`config.mk`:
```
export PLATFORM = sky130hd
export DESIGN_NAME = lcd_driver_command_decoder
export DESIGN_NICKNAME = d
export VERILOG_FILES = /design/src/logic/serial_byte_shifter.v /design/src/logic/indicator_blinker.v /design/src/logic/lcd_driver_command_decoder.v
export VERILOG_INCLUDE_DIRS = /design/src /design/src/logic
export SDC_FILE = /design/constraint.sdc
export NUM_CORES = 1
export LEC_CHECK = 0
export ABC_AREA = 1
export BUFFER_PORTS_ARGS = -buffer_cell sky130_fd_sc_hd__buf_2
export CORE_MARGIN = 4
export CORE_UTILIZATION = 58
export DETAILED_ROUTE_END_ITERATION = 10
export PLACE_DENSITY = 0.9
export SETUP_SLACK_MARGIN = 0.02
export SKIP_CTS_REPAIR_TIMING = 1
export SLEW_MARGIN = 30
export SYNTH_ARGS = -nofsm -noshare
export SYNTH_HDL_FRONTEND = slang
export SYNTH_SLANG_ARGS = --single-unit
```
`constraint.sdc`:
```
create_clock -name sys_clk -period 5.2 [get_ports sys_clk]
set_clock_uncertainty 0.05 [all_clocks]
set_input_delay 0.78 -clock sys_clk [delete_from_list [all_inputs] [get_ports sys_clk]]
set_output_delay 0.78 -clock sys_clk [all_outputs]
set_load 0.05 [all_outputs]
```
`src/logic/lcd_cmd_defines.vh`:
```
// Command codes, field positions, reset values and timing for the LCD command decoder.
// Assumes inclusion by bare name from design files; definitions only.
`ifndef LCD_CMD_DEFINES_VH
`define LCD_CMD_DEFINES_VH

// Full-byte command codes
`define CMD_DISP_OFF      8'hae
`define CMD_DISP_ON       8'haf
`define CMD_ADC_NORM      8'ha0
`define CMD_ADC_REV       8'ha1
`define CMD_INV_OFF       8'ha6
`define CMD_INV_ON        8'ha7
`define CMD_ALLON_OFF     8'ha4
`define CMD_ALLON_ON      8'ha5
`define CMD_BIAS_LO       8'ha2
`define CMD_BIAS_HI       8'ha3
`define CMD_IND_OFF       8'hac
`define CMD_IND_ON        8'had
`define CMD_RMW           8'he0
`define CMD_RMW_END       8'hee
`define CMD_SOFT_RESET    8'he2
`define CMD_TEST_EXIT     8'hf0

// Prefix matches: mask and value
`define PFX_START_MASK    8'hc0
`define PFX_START_VAL     8'h40
`define PFX_PAGE_MASK     8'hf0
`define PFX_PAGE_VAL      8'hb0
`define PFX_COLHI_MASK    8'hf0
`define PFX_COLHI_VAL     8'h10
`define PFX_COLLO_MASK    8'hf0
`define PFX_COLLO_VAL     8'h00
`define PFX_SCAN_MASK     8'hf0
`define PFX_SCAN_VAL      8'hc0
`define PFX_PWR_MASK      8'hf8
`define PFX_PWR_VAL       8'h28
`define PFX_CONTR_MASK    8'he0
`define PFX_CONTR_VAL     8'h80
`define PFX_TEST_MASK     8'hf0
`define PFX_TEST_VAL      8'hf0

// Field positions
`define SCAN_DIR_BIT      3
`define PWR_FOLLOWER_BIT  0
`define PWR_REGULATOR_BIT 1
`define PWR_BOOSTER_BIT   2

// Reset values and last column address
`define START_LINE_RST    6'h00
`define COLUMN_RST        8'h00
`define PAGE_RST          4'h0
`define SCAN_DIR_RST      1'b0
`define PWR_RST           3'h0
`define CONTRAST_RST      5'h00
`define COLUMN_LAST       8'h83

// Timing
`define CLK_FREQ_HZ       50000000
`define BLINK_PERIOD_MS   1000
`define BLINK_HALF_CYCLES ((`CLK_FREQ_HZ / 1000) * `BLINK_PERIOD_MS / 2)
`define BUSY_CYCLES       4'h2

`endif

```
`src/logic/serial_byte_shifter.v`:
```
// Serial command port: assembles bytes from a bit stream, first bit most significant.
// Assumes sclk_rise and bit_in are synchronous single-cycle qualified samples.
`timescale 1ns/100ps
module serial_byte_shifter (
  // Clock and reset
  input  wire       sys_clk,
  input  wire       rst,
  // Bit stream
  input  wire       chip_sel,
  input  wire       sclk_rise,
  input  wire       bit_in,
  // Byte out
  output reg  [7:0] byte_out,
  output reg        byte_valid
);

  reg [6:0] shift_r;
  reg [2:0] count_r;

  always @(posedge sys_clk or posedge rst) begin
    if (rst) begin
      shift_r    <= 7'h00;
      count_r    <= 3'h0;
      byte_out   <= 8'h00;
      byte_valid <= 1'b0;
    end else begin
      byte_valid <= 1'b0;
      if (!chip_sel) begin
        // Deselect realigns to a byte boundary
        count_r <= 3'h0;
      end else if (sclk_rise) begin
        shift_r <= {shift_r[5:0], bit_in};
        count_r <= count_r + 3'h1;
        if (count_r == 3'h7) begin
          byte_out   <= {shift_r, bit_in};
          byte_valid <= 1'b1;
        end
      end
    end
  end

endmodule

```
`src/logic/indicator_blinker.v`:
```
// Static indicator drive: toggles the indicator phase every half second.
// Assumes the run input is low whenever the indicator must rest.
`timescale 1ns/100ps
`include "lcd_cmd_defines.vh"
module indicator_blinker #(
  parameter HALF_CYCLES = `BLINK_HALF_CYCLES
) (
  // Clock and reset
  input  wire sys_clk,
  input  wire rst,
  // Control
  input  wire run,
  // Phase
  output reg  phase
);

  reg [31:0] count_r;

  always @(posedge sys_clk or posedge rst) begin
    if (rst) begin
      count_r <= 32'h0000_0000;
      phase   <= 1'b0;
    end else if (!run) begin
      count_r <= 32'h0000_0000;
      phase   <= 1'b0;
    end else if (count_r >= HALF_CYCLES - 1) begin
      count_r <= 32'h0000_0000;
      phase   <= ~phase;
    end else begin
      count_r <= count_r + 32'h0000_0001;
    end
  end

endmodule

```
`src/logic/lcd_driver_command_decoder.v`:
```
// Command decoder of an LCD segment driver with on-chip display RAM.
// Assumes host strobes are synchronous to sys_clk; one strobe is one byte.
`timescale 1ns/100ps
`include "lcd_cmd_defines.vh"
module lcd_driver_command_decoder (
  // Clock and reset
  input  wire       sys_clk,
  input  wire       rst,
  // Parallel host port
  input  wire       command_data_select,
  input  wire       host_write,
  input  wire       host_read,
  input  wire [7:0] host_data,
  // Serial host port
  input  wire       serial_select,
  input  wire       serial_cs,
  input  wire       serial_clk_rise,
  input  wire       serial_bit,
  // Status and RAM addressing
  output reg  [7:0] status_byte,
  output reg  [7:0] column_address,
  output reg  [3:0] page_address,
  output reg  [5:0] start_line,
  output reg        ram_write_strobe,
  output reg        ram_read_strobe,
  output reg  [7:0] ram_write_data,
  // Display control
  output reg        display_on,
  output reg        adc_reverse,
  output reg        reverse_display,
  output reg        entire_on,
  output reg        bias_select,
  output reg        common_scan_direction,
  output reg  [2:0] power_circuit_select,
  output reg  [4:0] contrast_level,
  output reg        contrast_enable,
  // Power save and drive
  output reg        sleep_mode,
  output reg        standby_mode,
  output reg        oscillator_enable,
  output reg        supply_enable,
  output reg        outputs_to_vdd,
  output reg        display_off_link,
  output reg        static_indicator_output,
  output reg        frame_polarity_output,
  output reg        test_mode
);

  ////////////////////////////////////////////////////////////////////////
  // Byte source

  localparam PS_RUN     = 2'd0;
  localparam PS_SLEEP   = 2'd1;
  localparam PS_STANDBY = 2'd2;

  wire [7:0] ser_byte;
  wire       ser_valid;
  wire       blink_phase;

  reg        ind_on_r;
  reg        rmw_r;
  reg  [7:0] rmw_save_r;
  reg  [1:0] ps_r;
  reg  [3:0] busy_r;
  reg        sleep_ind_r;

  serial_byte_shifter u_shift (
    .sys_clk    (sys_clk),
    .rst        (rst),
    .chip_sel   (serial_select & serial_cs),
    .sclk_rise  (serial_clk_rise),
    .bit_in     (serial_bit),
    .byte_out   (ser_byte),
    .byte_valid (ser_valid)
  );

  // Indicator drive survives standby but not sleep
  indicator_blinker u_blink (
    .sys_clk (sys_clk),
    .rst     (rst),
    .run     (ind_on_r & (ps_r != PS_SLEEP)),
    .phase   (blink_phase)
  );

  function match;
    input [7:0] b;
    input [7:0] m;
    input [7:0] v;
    begin
      match = ((b & m) == v);
    end
  endfunction

  wire       busy     = (busy_r != 4'h0);
  // Serial port carries commands only, never data writes or reads
  wire       wr_any   = serial_select ? ser_valid : host_write;
  wire [7:0] byte_in  = serial_select ? ser_byte : host_data;
  wire       is_data  = serial_select ? 1'b0 : command_data_select;
  // Read-modify-write mode gates nothing here: commands run as usual
  wire       cmd_take = wr_any & ~is_data & ~busy;
  wire       dat_wr   = wr_any & is_data;
  wire       dat_rd   = host_read & command_data_select & ~serial_select;

  function [7:0] col_inc;
    input [7:0] c;
    begin
      col_inc = (c == `COLUMN_LAST) ? c : c + 8'h01;
    end
  endfunction

  ////////////////////////////////////////////////////////////////////////
  // Command execution

  always @(posedge sys_clk or posedge rst) begin
    if (rst) begin
      column_address        <= `COLUMN_RST;
      page_address          <= `PAGE_RST;
      start_line            <= `START_LINE_RST;
      common_scan_direction <= `SCAN_DIR_RST;
      power_circuit_select  <= `PWR_RST;
      contrast_level        <= `CONTRAST_RST;
      display_on            <= 1'b0;
      adc_reverse           <= 1'b0;
      reverse_display       <= 1'b0;
      entire_on             <= 1'b0;
      bias_select           <= 1'b0;
      ind_on_r              <= 1'b0;
      rmw_r                 <= 1'b0;
      rmw_save_r            <= `COLUMN_RST;
      ps_r                  <= PS_RUN;
      sleep_ind_r           <= 1'b0;
      test_mode             <= 1'b0;
      busy_r                <= 4'h0;
      ram_write_strobe      <= 1'b0;
      ram_read_strobe       <= 1'b0;
      ram_write_data        <= 8'h00;
    end else begin
      ram_write_strobe <= dat_wr;
      ram_read_strobe  <= dat_rd;
      if (dat_wr) begin
        ram_write_data <= byte_in;
        column_address <= col_inc(column_address);
      end else if (dat_rd && !rmw_r) begin
        column_address <= col_inc(column_address);
      end
      if (busy)
        busy_r <= busy_r - 4'h1;
      if (cmd_take) begin
        if (match(byte_in, `PFX_START_MASK, `PFX_START_VAL)) begin
          start_line <= byte_in[5:0];
        end else if (match(byte_in, `PFX_PAGE_MASK, `PFX_PAGE_VAL)) begin
          page_address <= byte_in[3:0];
        end else if (match(byte_in, `PFX_COLHI_MASK, `PFX_COLHI_VAL)) begin
          column_address <= {byte_in[3:0], column_address[3:0]};
        end else if (match(byte_in, `PFX_COLLO_MASK, `PFX_COLLO_VAL)) begin
          column_address <= {column_address[7:4], byte_in[3:0]};
        end else if (match(byte_in, `PFX_SCAN_MASK, `PFX_SCAN_VAL)) begin
          common_scan_direction <= byte_in[`SCAN_DIR_BIT];
        end else if (match(byte_in, `PFX_PWR_MASK, `PFX_PWR_VAL)) begin
          power_circuit_select <= byte_in[2:0];
        end else if (match(byte_in, `PFX_CONTR_MASK, `PFX_CONTR_VAL)) begin
          contrast_level <= byte_in[4:0];
        end else if (byte_in == `CMD_TEST_EXIT) begin
          test_mode <= 1'b0;
        end else if (match(byte_in, `PFX_TEST_MASK, `PFX_TEST_VAL)) begin
          test_mode <= 1'b1;
        end else if (byte_in == `CMD_RMW) begin
          rmw_r      <= 1'b1;
          rmw_save_r <= column_address;
        end else if (byte_in == `CMD_RMW_END) begin
          rmw_r          <= 1'b0;
          column_address <= rmw_save_r;
        end else if (byte_in == `CMD_SOFT_RESET) begin
          // RAM and power supply state deliberately untouched
          start_line            <= `START_LINE_RST;
          column_address        <= `COLUMN_RST;
          page_address          <= `PAGE_RST;
          common_scan_direction <= `SCAN_DIR_RST;
          test_mode             <= 1'b0;
          busy_r                <= `BUSY_CYCLES;
          if (ps_r == PS_STANDBY)
            ps_r <= PS_SLEEP;
        end else if (byte_in == `CMD_IND_OFF || byte_in == `CMD_IND_ON) begin
          ind_on_r <= byte_in[0];
          if (byte_in[0])
            sleep_ind_r <= 1'b1;
        end else if (byte_in == `CMD_DISP_OFF || byte_in == `CMD_DISP_ON) begin
          display_on <= byte_in[0];
        end else if (byte_in == `CMD_ADC_NORM || byte_in == `CMD_ADC_REV) begin
          adc_reverse <= byte_in[0];
        end else if (byte_in == `CMD_INV_OFF || byte_in == `CMD_INV_ON) begin
          reverse_display <= byte_in[0];
        end else if (byte_in == `CMD_BIAS_LO || byte_in == `CMD_BIAS_HI) begin
          bias_select <= byte_in[0];
        end else if (byte_in == `CMD_ALLON_OFF || byte_in == `CMD_ALLON_ON) begin
          entire_on <= byte_in[0];
          if (byte_in[0] && !display_on && ps_r == PS_RUN) begin
            ps_r        <= ind_on_r ? PS_STANDBY : PS_SLEEP;
            sleep_ind_r <= 1'b0;
          end else if (!byte_in[0] && ps_r == PS_STANDBY) begin
            ps_r <= PS_RUN;
          end
        end
        // Sleep exit needs power save off and indicator on, in either order
        if (ps_r == PS_SLEEP && byte_in == `CMD_ALLON_OFF && (ind_on_r || sleep_ind_r))
          ps_r <= PS_RUN;
        if (ps_r == PS_SLEEP && byte_in == `CMD_IND_ON && !entire_on)
          ps_r <= PS_RUN;
      end
    end
  end

  ////////////////////////////////////////////////////////////////////////
  // Registered drive and status outputs

  always @(posedge sys_clk or posedge rst) begin
    if (rst) begin
      status_byte             <= 8'h00;
      contrast_enable         <= 1'b0;
      sleep_mode              <= 1'b0;
      standby_mode            <= 1'b0;
      oscillator_enable       <= 1'b1;
      supply_enable           <= 1'b0;
      outputs_to_vdd          <= 1'b0;
      display_off_link        <= 1'b1;
      static_indicator_output <= 1'b0;
      frame_polarity_output   <= 1'b0;
    end else begin
      status_byte       <= {busy, adc_reverse, ~display_on, busy, 4'h0};
      contrast_enable   <= (contrast_level != 5'h00);
      sleep_mode        <= (ps_r == PS_SLEEP);
      standby_mode      <= (ps_r == PS_STANDBY);
      oscillator_enable <= (ps_r != PS_SLEEP);
      supply_enable     <= (ps_r == PS_RUN) & (power_circuit_select != 3'h0);
      outputs_to_vdd    <= (ps_r != PS_RUN);
      display_off_link  <= ~display_on | (ps_r != PS_RUN);
      // Indicator output follows the blink phase; frame polarity output held low
      static_indicator_output <= ind_on_r & (ps_r != PS_SLEEP) & blink_phase;
      frame_polarity_output   <= 1'b0;
    end
  end

endmodule

```
### Word-level counts from Yosys, hierarchy flattened

Index checks and enable logic that the tools add are counted.

* word-level logic and storage cells: 316
* input bits: 17
* bits in registers: 124
* output and inout port bits: 60

* reduce and logical (&&, ||, !) cells: 52
* mux-type cells: 109
* equality and inequality tests: 81
* add/sub/neg operators: 4
* $lt $le $gt $ge: 1
* bitwise logic cells: 32

Operators by type and width (number)
* 8-bit == test (second input constant): 17
* 8-bit 2-to-1 mux: 17
* 4-bit 2-to-1 mux: 25
* 6-bit 2-to-1 mux: 12
* 32-bit 2-to-1 mux: 2
* 2-bit inequality test (second input constant): 32
* 2-bit 2-to-1 mux: 24
* 20-bit AND reduction: 2
* 12-bit AND reduction: 3
* 3-bit by 1-bit inequality test with 1-bit output (second input constant): 11
* 11-bit AND reduction: 3
* 32-bit by 1-bit adder with 32-bit output (second input constant): 1
* 32-bit by 25-bit greater-or-equal comparator with 1-bit output (second input constant): 1
* 1-bit 2-to-1 mux: 27
* 1-bit inverter: 22
* 4-bit by 2-bit inequality test with 1-bit output (second input constant): 5
* 19-bit AND reduction: 1
* 18-bit AND reduction: 1
* 17-bit AND reduction: 1
* 16-bit AND reduction: 1
* 15-bit AND reduction: 1
* 14-bit AND reduction: 1
* 2-bit nonzero test: 7
* 4-bit == test (second input constant): 3
* 28 further kinds: 59

### Logic depth before layout (Yosys ltp)

* word-level depth: 25
* gate-level depth with buffers: 15
* gate-level depth less buffers: 14

### Hierarchy

From an unflattened synthesis, not the netlist that was laid out.

* cell total of the unflattened synthesis: 851
* area, all modules: 6620.1 um^2

By module, submodules not included
* lcd_driver_command_decoder: cells an instance 535, sequential area each 1779.2 um^2, area each 4085.2 um^2, times used 1
* indicator_blinker: cells an instance 230, sequential area each 825.8 um^2, area each 1751.7 um^2, times used 1
* serial_byte_shifter: cells an instance 86, sequential area each 475.5 um^2, area each 783.3 um^2, times used 1

### Worst setup path before layout

OpenSTA, ideal clock, no wires.

* path type: input to register
* start point: in serial_select
* end point: reg column_address[6]
* buffers on the path: 1
* library setup time: 0.118 ns
* required time: 5.032 ns
* arrival: 1.999 ns
* slack: 3.033 ns
* stages: 12
* cells stage by stage: inv_2 > buf_6 > nand2_1 > o21ai_1 > nand2_1 > nor2_4 > nor2_2 > nand2_4 > inv_2 > or2_1 > nand2_1 > nand2_1

* word-level cells in the longest chain between the ends: 18
* elaborated cells between the ends (all ways): 38
* those cells by class: eq/ne: 12; mux: 18; bitwise: 6; reduce/logical: 2

Ends and longest elaborated chain
* start: declaration: line lcd_driver_command_decoder.v:15 `input wire serial_select,`
* 1-bit inverter: line lcd_driver_command_decoder.v:102 `wire dat_rd = host_read & command_data_select & ~serial_select;`
* 1-bit bitwise AND: line lcd_driver_command_decoder.v:102
* 1-bit logical AND: line lcd_driver_command_decoder.v:143 `end else if (dat_rd && !rmw_r) begin`
* 8-bit 2-to-1 mux: line lcd_driver_command_decoder.v:143
* 8-bit 2-to-1 mux: line lcd_driver_command_decoder.v:140 `if (dat_wr) begin`
* 8-bit 2-to-1 mux: line lcd_driver_command_decoder.v:173 `` end else if (byte_in == `CMD_SOFT_RESET) begin ``
* 8-bit 2-to-1 mux: line lcd_driver_command_decoder.v:170 `` end else if (byte_in == `CMD_RMW_END) begin ``
* 8-bit 2-to-1 mux: line lcd_driver_command_decoder.v:167 `` end else if (byte_in == `CMD_RMW) begin ``
* [... 2 more ...]
* 8-bit 2-to-1 mux: line lcd_driver_command_decoder.v:161 `` end else if (match(byte_in, `PFX_CONTR_MASK, `PFX_CONTR_VAL)) begin ``
* 8-bit 2-to-1 mux: line lcd_driver_command_decoder.v:159 `` end else if (match(byte_in, `PFX_PWR_MASK, `PFX_PWR_VAL)) begin ``
* 8-bit 2-to-1 mux: line lcd_driver_command_decoder.v:157 `` end else if (match(byte_in, `PFX_SCAN_MASK, `PFX_SCAN_VAL)) begin ``
* 8-bit 2-to-1 mux: line lcd_driver_command_decoder.v:155 `` end else if (match(byte_in, `PFX_COLLO_MASK, `PFX_COLLO_VAL)) begin ``
* 8-bit 2-to-1 mux: line lcd_driver_command_decoder.v:153 `` end else if (match(byte_in, `PFX_COLHI_MASK, `PFX_COLHI_VAL)) begin ``
* 8-bit 2-to-1 mux: line lcd_driver_command_decoder.v:151 `` end else if (match(byte_in, `PFX_PAGE_MASK, `PFX_PAGE_VAL)) begin ``
* 8-bit 2-to-1 mux: line lcd_driver_command_decoder.v:149 `` if (match(byte_in, `PFX_START_MASK, `PFX_START_VAL)) begin ``
* 8-bit 2-to-1 mux: line lcd_driver_command_decoder.v:148 `if (cmd_take) begin`
* end signal: assignment: line lcd_driver_command_decoder.v:144 `column_address <= col_inc(column_address);`
* end signal: assignment: line lcd_driver_command_decoder.v:154 `column_address <= {byte_in[3:0], column_address[3:0]};`
* end signal: assignment: line lcd_driver_command_decoder.v:156 `column_address <= {column_address[7:4], byte_in[3:0]};`
* end: declaration: line lcd_driver_command_decoder.v:21 `output reg [7:0] column_address,`

Several ways; a longest one is shown, not always the timed one. The select of a mux whose other input is x is not followed.
A chain may end at the register's enable or synchronous reset.

### Final worst setup path

* start point: reg u_blink.count_r[0]
* end point: reg u_blink.count_r[23]

* word-level cells in the longest chain between the ends: 3
* elaborated cells between the ends (all ways): 4
* those cells by class: add/sub: 1; order compare: 1; mux: 2

Ends and longest elaborated chain
* start: declaration: line indicator_blinker.v:17 `reg [31:0] count_r;`
* start signal: assignment: line indicator_blinker.v:30 `count_r <= count_r + 32'h0000_0001;`
* 32-bit by 1-bit adder with 32-bit output or 32-bit by 25-bit greater-or-equal comparator with 1-bit output (tied branches): line indicator_blinker.v:30, indicator_blinker.v:26
* 32-bit 2-to-1 mux (*): line indicator_blinker.v:26 `end else if (count_r >= HALF_CYCLES - 1) begin`
* 32-bit 2-to-1 mux (*): line indicator_blinker.v:23 `end else if (!run) begin`

Mark *: on every way between the ends. The rest lies on a longest branch, timed or not.

==> impl_metrics.yaml <==
clock_tree:
  cts_buffer_depth: 2
  clk_pin_slew_ns: 0.06
  htree_levels: 4
  cts_tree: "yes"
  cts_root_buf: "clkbuf_8"
  cts.sinks: 123
  cts-buffers-inserted: 17
  clock_latency_ns: 0.52
outcome:
  run_status: "complete, no violations"
setup_path:
  end_kind: "flip-flop"
  cp.required_ns: 5.54
  critPathMaxFanout: 24
  crit_type: "reg -> reg"
  crit_path_start_kind: "flip-flop"
  cp.arrival_ns: 2.99
sta:
  setup-violations-final: 0
  finalMaxSlewViolations: 0
  final_hold_viol_count: 0
  tightest_slew_ns: 0.8916
  min_period_ns: 2.649
  fmax_mhz: 377.5
  rsz0062_at_grt: "false"
  slew_headroom_pct: 40.39
  period_share_pct: 50.94
  tns_ns: 0
die:
  pin_count: 77
  die_h_um: 110.6
  dieArea_mm2: 0.01224
  coreArea_mm2: 0.01028
  row_count: 37
  start_util_pct: 59.42
  die_w_um: 110.6
global_routing:
  grt_use_met3_pct: 5.863
  antenna_found_initial: 0
  grtUsageMet2_pct: 39.52
  grt_pass1_vias: 5196
  grt.total_usage_pct: 24.73
  global_route.peak_usage_layer: "met2"
  gr-total-overflow: 0
  grt_max_degree: 81
  use_met1_pct: 32.02
  grt_pass1_wl_um: 24720
power:
  p_per_area_mw_per_mm2: 420.4
  peakVddDrop_v: 0.0003062
  p_leak_nw: 3.540
synthesis:
  ys_seq_elements: 123
  yosysSeqAreaShare_pct: 50.44
  synth_top_area_share_pct: 49.58
  syn_area_per_cell_um2: 8.110
  async_reset_ff_share_pct: 100.0
  synth_area_leaders: "dfrtp_1 50%, nand2_1 12%, nor2_1 4.9%, nand3_1 4.8%, inv_1 4.7%"
  yosys_warnings: 0
  netlist_area_mm2: 0.006107
  yosysMostFrequentCell: "nand2_1"
  synth_edf_count: 0
  synth.distinct_cells: 42
  syn_inst: 753
  ys.flop_type: "dfrtp_1"
  synth_top_area_cell: "dfrtp_1"
  synthTopCellsByCount: "192 x nand2_1, 121 x dfrtp_1, 80 x nor2_1, 76 x inv_1, 58 x nand3_1"
finish:
  utilization_pct: 69.77
  layout-drive-gt1-share_pct: 18.78
  area_growth_pct: 17.41
  antennaDiodeCount: 0
  layout.nets: 861
placement:
  port_buffers: 71
  place.gp.congestion: 0.9202
  hpwl_um: 10170
detailed_routing:
  wl_per_cell_um: 14.66
  post-route-drc-count: 0
  wirelength_um: 14490
  vias: 5345
  vias_per_cell: 5.410
  drt-initial-drc-count: 560
  dr.pass1.iters: 5
  final_antenna_net_count: 0
flow_run:
  max_cap_violations: 0
worst_hold_path:
  min_path_type: "in -> async"
==> critical path: stages, from the launching register on <==
cell and delay (ns):
dfrtp_1 0.38, ha_1 0.21, nand2_1 0.09, nor2_1 0.31, nand2_1 0.12, nand2_1 0.11
o21ai_0 0.09, nand2_1 0.09, nand2_1 0.05, nand3_1 0.62, inv_1 0.22, nand2_1 0.13
nor2_1 0.05
==> flip-flops by register name, indices dropped and copies added (netlist names), 2 cells and up <==
name                  flops
u_shift.byte_out          8
u_blink.count_r          32
u_shift.shift_r           7
contrast_level            5
column_address            8
page_address              4
busy_r                    4
power_circuit_select      3
ps_r                      2
rmw_save_r                8
ram_write_data            8
status_byte               3
start_line                6
u_shift.count_r           3
==> layout make-up <==
class	count	area [um^2]
Fill cell	813	3107
Sequential cell	123	3080
Inverter	87	332.8
Clock inverter	13	166.4
Clock buffer	19	431.7
Tap cell	136	170.2
Timing Repair Buffer	73	370.4
Multi-Input combinational cell	537	2619
==> cells in the final DEF (no fill, tap or decap), types with 4 or more instances in the layout <==
cell       instances
a21oi_1           22
buf_2             71
clkbuf_16         16
conb_1            12
dfrtp_1          121
ha_1               5
inv_1             75
inv_2              9
mux2_2             5
nand2_1          192
nand2_2           11
nand2_4            4
nand3_1           58
nand4_1           12
nor2_1            80
nor2_2             9
nor2_4             5
nor3_1            16
o21ai_0           52
o21ai_1           15
xor2_1            10
==> cell families (layout without fill, tap and decap cells) <==
group / Yosys count / after routing / synth area share [%]
DFF: 123 / 123 / 50.44
muxes: 5 / 5 / 0.9219
buffers and inverters: 104 / 192 / 7.355
AOI/OAI and AO/OA: 101 / 101 / 8.789
adders and majority gates: 5 / 5 / 1.024
other: 1 / 12 / 0.06140
xor gates and xnor gates: 12 / 12 / 1.721
and+or+nand+nor: 402 / 402 / 29.69
==> worst paths after layout <==
path / start / cells past startpoint / to / slack, ns
hold / removal: rst / 2 / status_byte[4] / 0.33
hold reg to reg: adc_reverse / 0 / status_byte[6] / 0.37
setup reg to reg: u_blink.count_r[0] / 12 / u_blink.count_r[23] / 2.55
setup / recovery: u_blink.count_r[0] / 12 / u_blink.count_r[23] / 2.55
max in group asynchronous: rst / 3 / rmw_save_r[7] / 3.79
min in group sys_clk: adc_reverse / 0 / status_byte[6] / 0.37
==> per-layer routing <==
layer	vias to the layer above	routed length, um
li1	2594	-
met1	2507	6161
met2	210	7053
met3	34	898
met4	0	371
met5	-	0
==> per-stage QoR <==
step                      setup slack, ns  area (um^2)  hold WS, ns  power, W  instances
after floorplan                     1.102         6148       0.3845  0.001681        764
after global placement              2.500         6570       0.3411  0.001829        956
after detailed placement            2.479         6570       0.3418  0.001843        956
after CTS                           2.611         7168       0.3623  0.003030        988
after global routing                2.236         7171       0.3764  0.003152        988
final                               2.551         7171       0.3266  0.003015        988
==> where the power goes <==
group / switching, W / internal [W] / leakage, nW / total, W
clock: 0.000436 / 0.000745 / 0.285 / 0.00118
combinational: 0.000521 / 0.000171 / 1.68 / 0.000692
sequential: 0.0000796 / 0.00106 / 1.57 / 0.00114
total: 0.00104 / 0.00198 / 3.54 / 0.00301
No activity file was read; power rests on OpenSTA's default activity.
